**src/pkg/src_consts.svh**
```systemverilog
// timing counts and fixed addresses of the reset controller
`ifndef SRC_CONSTS_SVH
`define SRC_CONSTS_SVH
`define SRC_CLK_MHZ        40
`define SRC_PIN_MIN_CYC    3
`define SRC_POR_CYC        4'hF
`define SRC_POR_XTAL_CYC   16'h1000
`define SRC_VEC_HI_ADDR    16'h0002
`define SRC_VEC_LO_ADDR    16'h0003
`define SRC_UNIMPL_DATA    8'hFF
`define SRC_PMEM_TOP       16'h0FFF
`endif

```
**src/pkg/src_pkg.sv**
```systemverilog
// types of the reset controller
package src_pkg;
   typedef enum logic [1:0] {
      SRC_RUN,
      SRC_HOLD,
      SRC_VEC_HI,
      SRC_VEC_LO
   } src_state_t;
   typedef struct packed {
      src_state_t state;
      logic [15:0] count;
      logic        from_por;
   } src_seq_t;
endpackage : src_pkg

```
**src/pkg/src_sync_if.sv**
```systemverilog
// synchronised pin levels passed to the filter
`timescale 1ns/1ps
interface src_sync_if;
   logic pin_low;
   logic pulse_ok;
   modport filt (input pin_low, output pulse_ok);
   modport top  (output pin_low, input pulse_ok);
endinterface : src_sync_if

```
**src/rtl/src_pin_filter.sv**
```systemverilog
// pulse-width filter for the reset pin
`timescale 1ns/1ps
`include "src_consts.svh"
module src_pin_filter
   import src_pkg::*;
#(
   parameter int MIN_CYC = `SRC_PIN_MIN_CYC
)(
   input  wire logic mclk_i,
   input  wire logic reset_n_i,
   src_sync_if.filt  sif
);
   logic [3:0] run;
   always_ff @(posedge mclk_i) begin
      if (!reset_n_i || !sif.pin_low) begin
         run <= 4'h0;
      end else if (run != 4'hF) begin
         run <= run + 4'h1;
      end
   end
   // accepted once low for the minimum width
   assign sif.pulse_ok = sif.pin_low && (run >= 4'(MIN_CYC - 1));
endmodule : src_pin_filter

```
**src/rtl/src_reset_ctrl.sv**
```systemverilog
// system reset controller top
`timescale 1ns/1ps
`include "src_consts.svh"
module src_reset_ctrl
   import src_pkg::*;
#(
   parameter int POR_CYC  = `SRC_POR_CYC,
   parameter int XTAL_CYC = `SRC_POR_XTAL_CYC
)(
   input  wire logic        mclk_i,
   input  wire logic        reset_n_i,
   input  wire logic        supply_ok_i,
   input  wire logic        brown_out_i,
   input  wire logic        reset_pin_i,
   output logic             reset_pin_o,
   output logic             reset_pin_oe_o,
   input  wire logic        stop_mode_i,
   input  wire logic        stop_pin_ok_i,
   input  wire logic        debug_pin_i,
   input  wire logic        watchdog_timeout_i,
   input  wire logic        watchdog_reset_mode_i,
   input  wire logic        debugger_reset_i,
   input  wire logic        xtal_enable_i,
   input  wire logic        por_flag_clear_i,
   output logic             por_flag_o,
   output logic             sys_reset_n_o,
   output logic             debugger_reset_n_o,
   output logic             vec_fetch_o,
   output logic [15:0]      vec_addr_o,
   input  wire logic [7:0]  vec_data_i,
   output logic [15:0]      start_addr_o,
   output logic             start_valid_o,
   input  wire logic [15:0] pmem_addr_i,
   input  wire logic        pmem_impl_i,
   input  wire logic [7:0]  pmem_raw_i,
   output logic [7:0]       pmem_rdata_o,
   output logic             pmem_we_ok_o
);
   src_seq_t   q;
   src_seq_t   next_q;
   logic [1:0] s_pin, s_dbg, s_sup, s_bo, s_spk;
   logic       por_flag;
   logic [15:0] start_addr;
   logic       start_valid;
   src_sync_if sif ();

   // two-stage synchronisers for pin and analog inputs
   always_ff @(posedge mclk_i) begin
      if (!reset_n_i) begin
         s_pin <= 2'h3;
         s_dbg <= 2'h3;
         s_sup <= 2'h0;
         s_bo  <= 2'h0;
         s_spk <= 2'h0;
      end else begin
         s_pin <= {s_pin[0], reset_pin_i};
         s_dbg <= {s_dbg[0], debug_pin_i};
         s_sup <= {s_sup[0], supply_ok_i};
         s_bo  <= {s_bo[0], brown_out_i};
         s_spk <= {s_spk[0], stop_pin_ok_i};
      end
   end

   assign sif.pin_low = !s_pin[1];
   src_pin_filter #(.MIN_CYC(`SRC_PIN_MIN_CYC)) u_filt (
      .mclk_i    (mclk_i),
      .reset_n_i (reset_n_i),
      .sif       (sif)
   );

   logic power_bad;
   logic src_run;
   logic src_stop;
   logic any_src;
   logic pin_live;
   logic pin_src;
   logic hold_src;
   // own pin drive must not look like a new pin reset after release
   assign pin_live = (q.state == SRC_RUN) && (q.count >= 16'h0003);
   assign power_bad = !s_sup[1] || s_bo[1];
   assign pin_src = pin_live && (stop_mode_i ?
                    (sif.pin_low && s_spk[1]) : sif.pulse_ok);
   assign src_run = !stop_mode_i &&
      ((watchdog_timeout_i && watchdog_reset_mode_i)
      || debugger_reset_i);
   assign src_stop = stop_mode_i && !s_dbg[1];
   assign hold_src = power_bad || src_run || src_stop;
   assign any_src = hold_src || pin_src;

   always_comb begin
      next_q = q;
      case (q.state)
         SRC_RUN: begin
            if (any_src) begin
               next_q.state    = SRC_HOLD;
               next_q.count    = 16'h0;
               next_q.from_por = power_bad;
            end else if (q.count < 16'h0003) begin
               next_q.count = q.count + 16'h1;
            end
         end
         SRC_HOLD: begin
            if (power_bad) begin
               next_q.count    = 16'h0;
               next_q.from_por = 1'b1;
            end else if (hold_src) begin
               next_q.count = 16'h0;
            end else if (next_q.from_por && q.count <
                         (xtal_enable_i ? 16'(XTAL_CYC) : 16'(POR_CYC)))
            begin
               next_q.count = q.count + 16'h1;
            end else begin
               next_q.state = SRC_VEC_HI;
            end
         end
         SRC_VEC_HI: begin
            if (power_bad) begin
               next_q.state    = SRC_HOLD;
               next_q.count    = 16'h0;
               next_q.from_por = 1'b1;
            end else begin
               next_q.state = SRC_VEC_LO;
            end
         end
         SRC_VEC_LO: begin
            if (power_bad) begin
               next_q.state    = SRC_HOLD;
               next_q.count    = 16'h0;
               next_q.from_por = 1'b1;
            end else begin
               next_q.state = SRC_RUN;
               next_q.count = 16'h0;
            end
         end
         default:    next_q.state = SRC_HOLD;
      endcase
   end

   always_ff @(posedge mclk_i) begin
      if (!reset_n_i) begin
         q <= '{state: SRC_HOLD, count: 16'h0, from_por: 1'b1};
      end else begin
         q <= next_q;
      end
   end

   // vector capture and power-on flag
   always_ff @(posedge mclk_i) begin
      if (!reset_n_i) begin
         start_addr  <= 16'h0000;
         start_valid <= 1'b0;
         por_flag    <= 1'b0;
      end else begin
         if (q.state == SRC_HOLD) begin
            start_valid <= 1'b0;
         end
         if (q.state == SRC_VEC_HI) begin
            start_addr[15:8] <= vec_data_i;
         end
         if (q.state == SRC_VEC_LO) begin
            start_addr[7:0] <= vec_data_i;
            start_valid     <= 1'b1;
         end
         if (q.state == SRC_VEC_LO && q.from_por) begin
            por_flag <= 1'b1;
         end else if (por_flag_clear_i) begin
            por_flag <= 1'b0;
         end
      end
   end

   assign sys_reset_n_o  = (q.state == SRC_RUN);
   assign debugger_reset_n_o = !(q.state != SRC_RUN && q.from_por);
   assign reset_pin_o    = 1'b0;
   assign reset_pin_oe_o = (q.state != SRC_RUN);
   assign vec_fetch_o    = (q.state == SRC_VEC_HI) ||
                           (q.state == SRC_VEC_LO);
   assign vec_addr_o     = (q.state == SRC_VEC_LO) ?
                           `SRC_VEC_LO_ADDR : `SRC_VEC_HI_ADDR;
   assign start_addr_o   = start_addr;
   assign start_valid_o  = start_valid;
   assign por_flag_o     = por_flag;
   // unimplemented space reads ones, writes blocked
   assign pmem_rdata_o = (pmem_impl_i && pmem_addr_i <= `SRC_PMEM_TOP) ?
                         pmem_raw_i : `SRC_UNIMPL_DATA;
   assign pmem_we_ok_o = pmem_impl_i && pmem_addr_i <= `SRC_PMEM_TOP;
endmodule : src_reset_ctrl

```
**config.mk**
```make
export PLATFORM = sky130hd
export DESIGN_NAME = src_reset_ctrl
export DESIGN_NICKNAME = d
export VERILOG_FILES = /design/src/pkg/src_pkg.sv /design/src/pkg/src_sync_if.sv /design/src/rtl/src_pin_filter.sv /design/src/rtl/src_reset_ctrl.sv
export VERILOG_INCLUDE_DIRS = /design/src /design/src/pkg
export SDC_FILE = /design/constraint.sdc
export NUM_CORES = 1
export LEC_CHECK = 0
export ABC_AREA = 1
export BUFFER_PORTS_ARGS = -buffer_cell sky130_fd_sc_hd__buf_2
export CAP_MARGIN = 15
export CORE_MARGIN = 2
export CORE_UTILIZATION = 50
export CTS_BUF_LIST = sky130_fd_sc_hd__clkbuf_8 sky130_fd_sc_hd__clkbuf_16
export CTS_CLUSTER_DIAMETER = 60
export DETAILED_ROUTE_END_ITERATION = 8
export PLACE_DENSITY = 0.89
export SYNTH_ARGS = -nofsm -noshare
export SYNTH_HDL_FRONTEND = slang
export SYNTH_SLANG_ARGS = --single-unit
```
**constraint.sdc**
```tcl
create_clock -name mclk_i -period 2.06 [get_ports mclk_i]
set_input_delay 0.309 -clock mclk_i [delete_from_list [all_inputs] [get_ports mclk_i]]
set_output_delay 0.309 -clock mclk_i [all_outputs]
set_load 0.01 [all_outputs]
```
==> results summary <==
The flow ran to the end, and the final reports show no timing, DRC or antenna violations. The number of ports placed on the die boundary came out at 94. The number of DRC markers after the initial detailed-route iteration is 118.

The die is 78.1 um tall. Counting every sink on the clock net gives 51. The net switching share of the total power came out at 24.7%. The switching power of the nets came out at 0.000418 W. The final layout contains 526 nets. The worst register-to-register path has a depth of 11.

The ratio of final minimum period to clock period came out at 88.7%. The share of synthesized area occupied by flip-flops and latches is 37.2%. The worst reg2reg path endpoint is q[9]$_SDFFE_PN0P_. Dividing the synthesized area by the synthesized cell count gives 6.74 um^2. For hold timing, the worst endpoint is s_pin[0]$_SDFF_PN1_. The post-cts resize count is 0. OpenSTA, run right after detailed placement, puts the worst setup slack at 0.0647 ns.

The met1 global-route usage came out at 24.2%. 0 antenna diodes ended up in the layout. The maximum count of clock buffers along a single path came out at 2. The time the worst path needs with I/O delays and setup is 1.83 ns. The number of I/O port buffers is 65. The final routed wire length divided by cell count is 11.3 um. Clock latency on the worst-skew pair, taken at its later pin, is 0.31 ns. The worst supply voltage drop on vdd is 0.509 mV.

The final global-route overflow total is 0. The largest fanout on the critical path is 6. The count of final max-slew check failures is 0. The number of instances in the synthesized netlist came out at 407. The synthesized design spends more area on one cell type than any other, namely dfxtp_1.

The CTS H-tree depth came out at 2. Setup violations remaining at the end of the flow were counted as 0. The die is 78.1 um wide. The filler cells instantiated in the layout total 478. The TritonCTS clock tree is done. The fraction of power consumed by the clock network came out at 34.5%. The number of post-CTS setup repair buffers is 0. Counting the buffers created by CTS gives 5. The register-to-register path setup slack came out at 0.23 ns. The root buffer cell is clkbuf_8. The relative slew slack is 56.8%.

In the synthesized netlist the dominant register cell turns out to be dfxtp_1. For the worst setup path, the data required time is 2.30 ns. The fraction of layout instances using a drive strength above 1 came out at 22.8%.

The routing usage on met3 is 4.83%. The count of hold-fix buffers inserted at cts came out at 0. Clock-pin slew was measured on the worst setup and hold paths at 0.10 ns. The depth of the worst hold-timing path is 2.

The worst setup path is launched from a flip-flop. The core outline area is 5200 um^2. The via density per instance came out at 4.99.

The setup slack of the critical path after layout is 0.232 ns. At the pin with the least slew margin, the transition time is 0.648 ns. The critical path goes through ha_1 > nand2_1 > nor2_1 > nand2_1 > nand2_1 > nand2_1 > inv_1 > nand4_1 > nand2_1 > nand2_1 > a21oi_1. Once detail routing completed, the nets flagged for antenna violations numbered 0. The worst register-to-register path begins at q[1]$_SDFFE_PN0P_. The via count of the first global-routing pass is 2568. The area share of the leading cell type in the synthesized netlist came out at 37.2%. The part of the total power dissipated in combinational logic came out at 6.5%. The leading cell type in the layout, fill and taps excluded is nand2_1. Yosys printed 0 warnings.

The final routed DRC violation total came out at 0. The initial utilization of the core area, before any placement, comes to 52.7%. After synthesis, the cell types taking the most area are dfxtp_1 (37%), nand2_1 (12%), nor2_1 (10%).

The power per cell area is 536 nW/um^2. The sequential fraction of design power is 59.0%. Before antenna repair, the detailed router went through 6 iterations. In this run the worst hold path is classified as in2reg. The critical path in this run is classified as reg2reg. The first-pass GRT wire length is 10.8 mm.

Counting flops and latches in the post-synthesis netlist gives 51. The netlist area before placement came out at 2740 um^2. The total via count after detailed routing came out at 2714. The nature of the critical path endpoint is a flip-flop.

The critical path buffer and inverter count is 1. The worst clock skew is 0.00921 ns. The number of enable flip-flop cells after synthesis is 0. From synthesis to final layout, the design area changed by 15.3%.

The most utilized layer in the global route result is met2. In this run the most critical hold path is launched from reset_pin_i. The post-detailed-placement half-perimeter wirelength is 4.54 mm. The leakage component of the power came out at 1.63 nW. The number of max-cap violations is 0. In this design, the largest share of critical-path delay is due to simple AND/OR/NAND/NOR gates.

The cell that appears most often on the critical path is nand2_1. The pin count of the biggest net entering global routing came out at 27. The number of antenna violations at the first check in global routing came to 0. The aggregate negative setup slack is 0 ns. The global routing met2 resource utilization came out at 39.7%.

In this design, the stage delay of the slowest critical-path cell is 0.44 ns. The distinct cell type count of the synthesized netlist came out at 29. For this block, the routed nets add up to 6.16 mm of wire. The internal portion of the total power is 0.00128 W. Setup repair after global routing left no endpoint under its margin. The final RePlAce weighted congestion is 0.861. The overall fraction of global-route tracks in use came out at 21.5%. The number of failing hold endpoints at the final stage came out at 0. The number of placement rows came out at 26. The maximum achievable frequency came out at 547 MHz.

The die outline area is 6100 um^2. The post-synthesis async set-or-reset flop share came out at 0%. The slowest stage of the critical path belongs to the cell dfxtp_1. The worst path arrival time is 2.07 ns. In the layout the commonest cells are nand2_1 (90), nor2_1 (74), buf_2 (65).
==> cell usage after synthesis, types with 2 or more instances <==
master    instances
o21ai_1           2
nand2_1          90
ha_1              7
a21oi_2           5
inv_4             2
nor3_1            4
nand4_1          12
clkbuf_1          3
nand2_2           7
nor2_1           74
or2_2             4
nand3_1          24
o21ai_0          22
conb_1            2
nor2_4            5
a21oi_1           9
buf_4            16
buf_2             2
nand2_4           3
dfxtp_1          51
inv_1            48
nor4_1            2
inv_2             7
==> logic make-up after synthesis <==
kind of cell	after synthesis	share of synthesized area, %
other cells	2	0.274
compound gates	40	8.16
xor+xnor	2	0.639
flops	51	37.2
simple gates	225	36.5
buf+inv	80	14.0
fa+ha+maj	7	3.19
==> sequential cells by signal (all words and copies together), names as in the netlist <==
| register | cells |
|---|---|
| por_flag_o | 1 |
| s_spk | 2 |
| s_dbg | 2 |
| start_valid_o | 1 |
| s_bo | 2 |
| q | 19 |
| s_pin | 2 |
| s_sup | 2 |
| start_addr_o | 16 |
| u_filt.run | 4 |
==> power by group through the flow <==
| stage | clock (W) | sequential, W | combinational, W |
|---|---|---|---|
| 6_report | 0.000586 | 0.00100 | 0.000110 |
| 2_1_floorplan | 0 | 0.00102 | 0.0000850 |
| 3_5_place_dp | 0 | 0.00102 | 0.000109 |
| 3_3_place_gp | 0 | 0.00102 | 0.000105 |
| 5_1_grt | 0.000638 | 0.00100 | 0.000125 |
| 4_1_cts | 0.000596 | 0.00100 | 0.000109 |
==> worst max-delay path by stage <==
stage	start	depth (start not counted)	slack, ns	to
2_1_floorplan	q[4]$_SDFFE_PN0P_	10	0.41	q[8]$_SDFFE_PN0P_
3_3_place_gp	xtal_enable_i	10	0.17	q[2]$_SDFFE_PN0P_
3_5_place_dp	xtal_enable_i	10	0.06	q[2]$_SDFFE_PN0P_
4_1_cts	q[2]$_SDFFE_PN0P_	11	0.13	q[2]$_SDFFE_PN0P_
5_1_grt	q[1]$_SDFFE_PN0P_	12	0.02	q[6]$_SDFFE_PN0P_
6_report	q[1]$_SDFFE_PN0P_	11	0.23	q[9]$_SDFFE_PN0P_
==> per-layer routing <==
| metal | share of wire, % | up-vias |
|---|---|---|
| li1 | - | 1365 |
| met1 | 41 | 1218 |
| met2 | 50 | 119 |
| met3 | 7.0 | 12 |
| met4 | 1.4 | 0 |
| met5 | 0 | - |
==> through the flow <==
stage               total power, W  utilization (%)  instance area [um^2]  hold slack, ns  instances
global route               0.00177             60.8                  3160           0.173        544
floorplan                  0.00111                -                  2800           0.390        421
detailed placement         0.00113             58.9                  3070           0.401        536
CTS                        0.00171             60.6                  3160           0.169        544
finish                     0.00170             60.8                  3160           0.177        544
global placement           0.00113             58.9                  3070           0.394        536
==> layout make-up <==
cell class	instances	area, um^2	area share [%]
clock inverters	3	20.0	0.633
flip-flops and latches	51	1020	32.3
clock buffers	5	68.8	2.18
inverters	57	219	6.92
well taps	70	87.6	2.77
multi-input cells	290	1400	44.2
repair buffers	68	348	11.0
No activity file was read; power rests on OpenSTA's default activity.
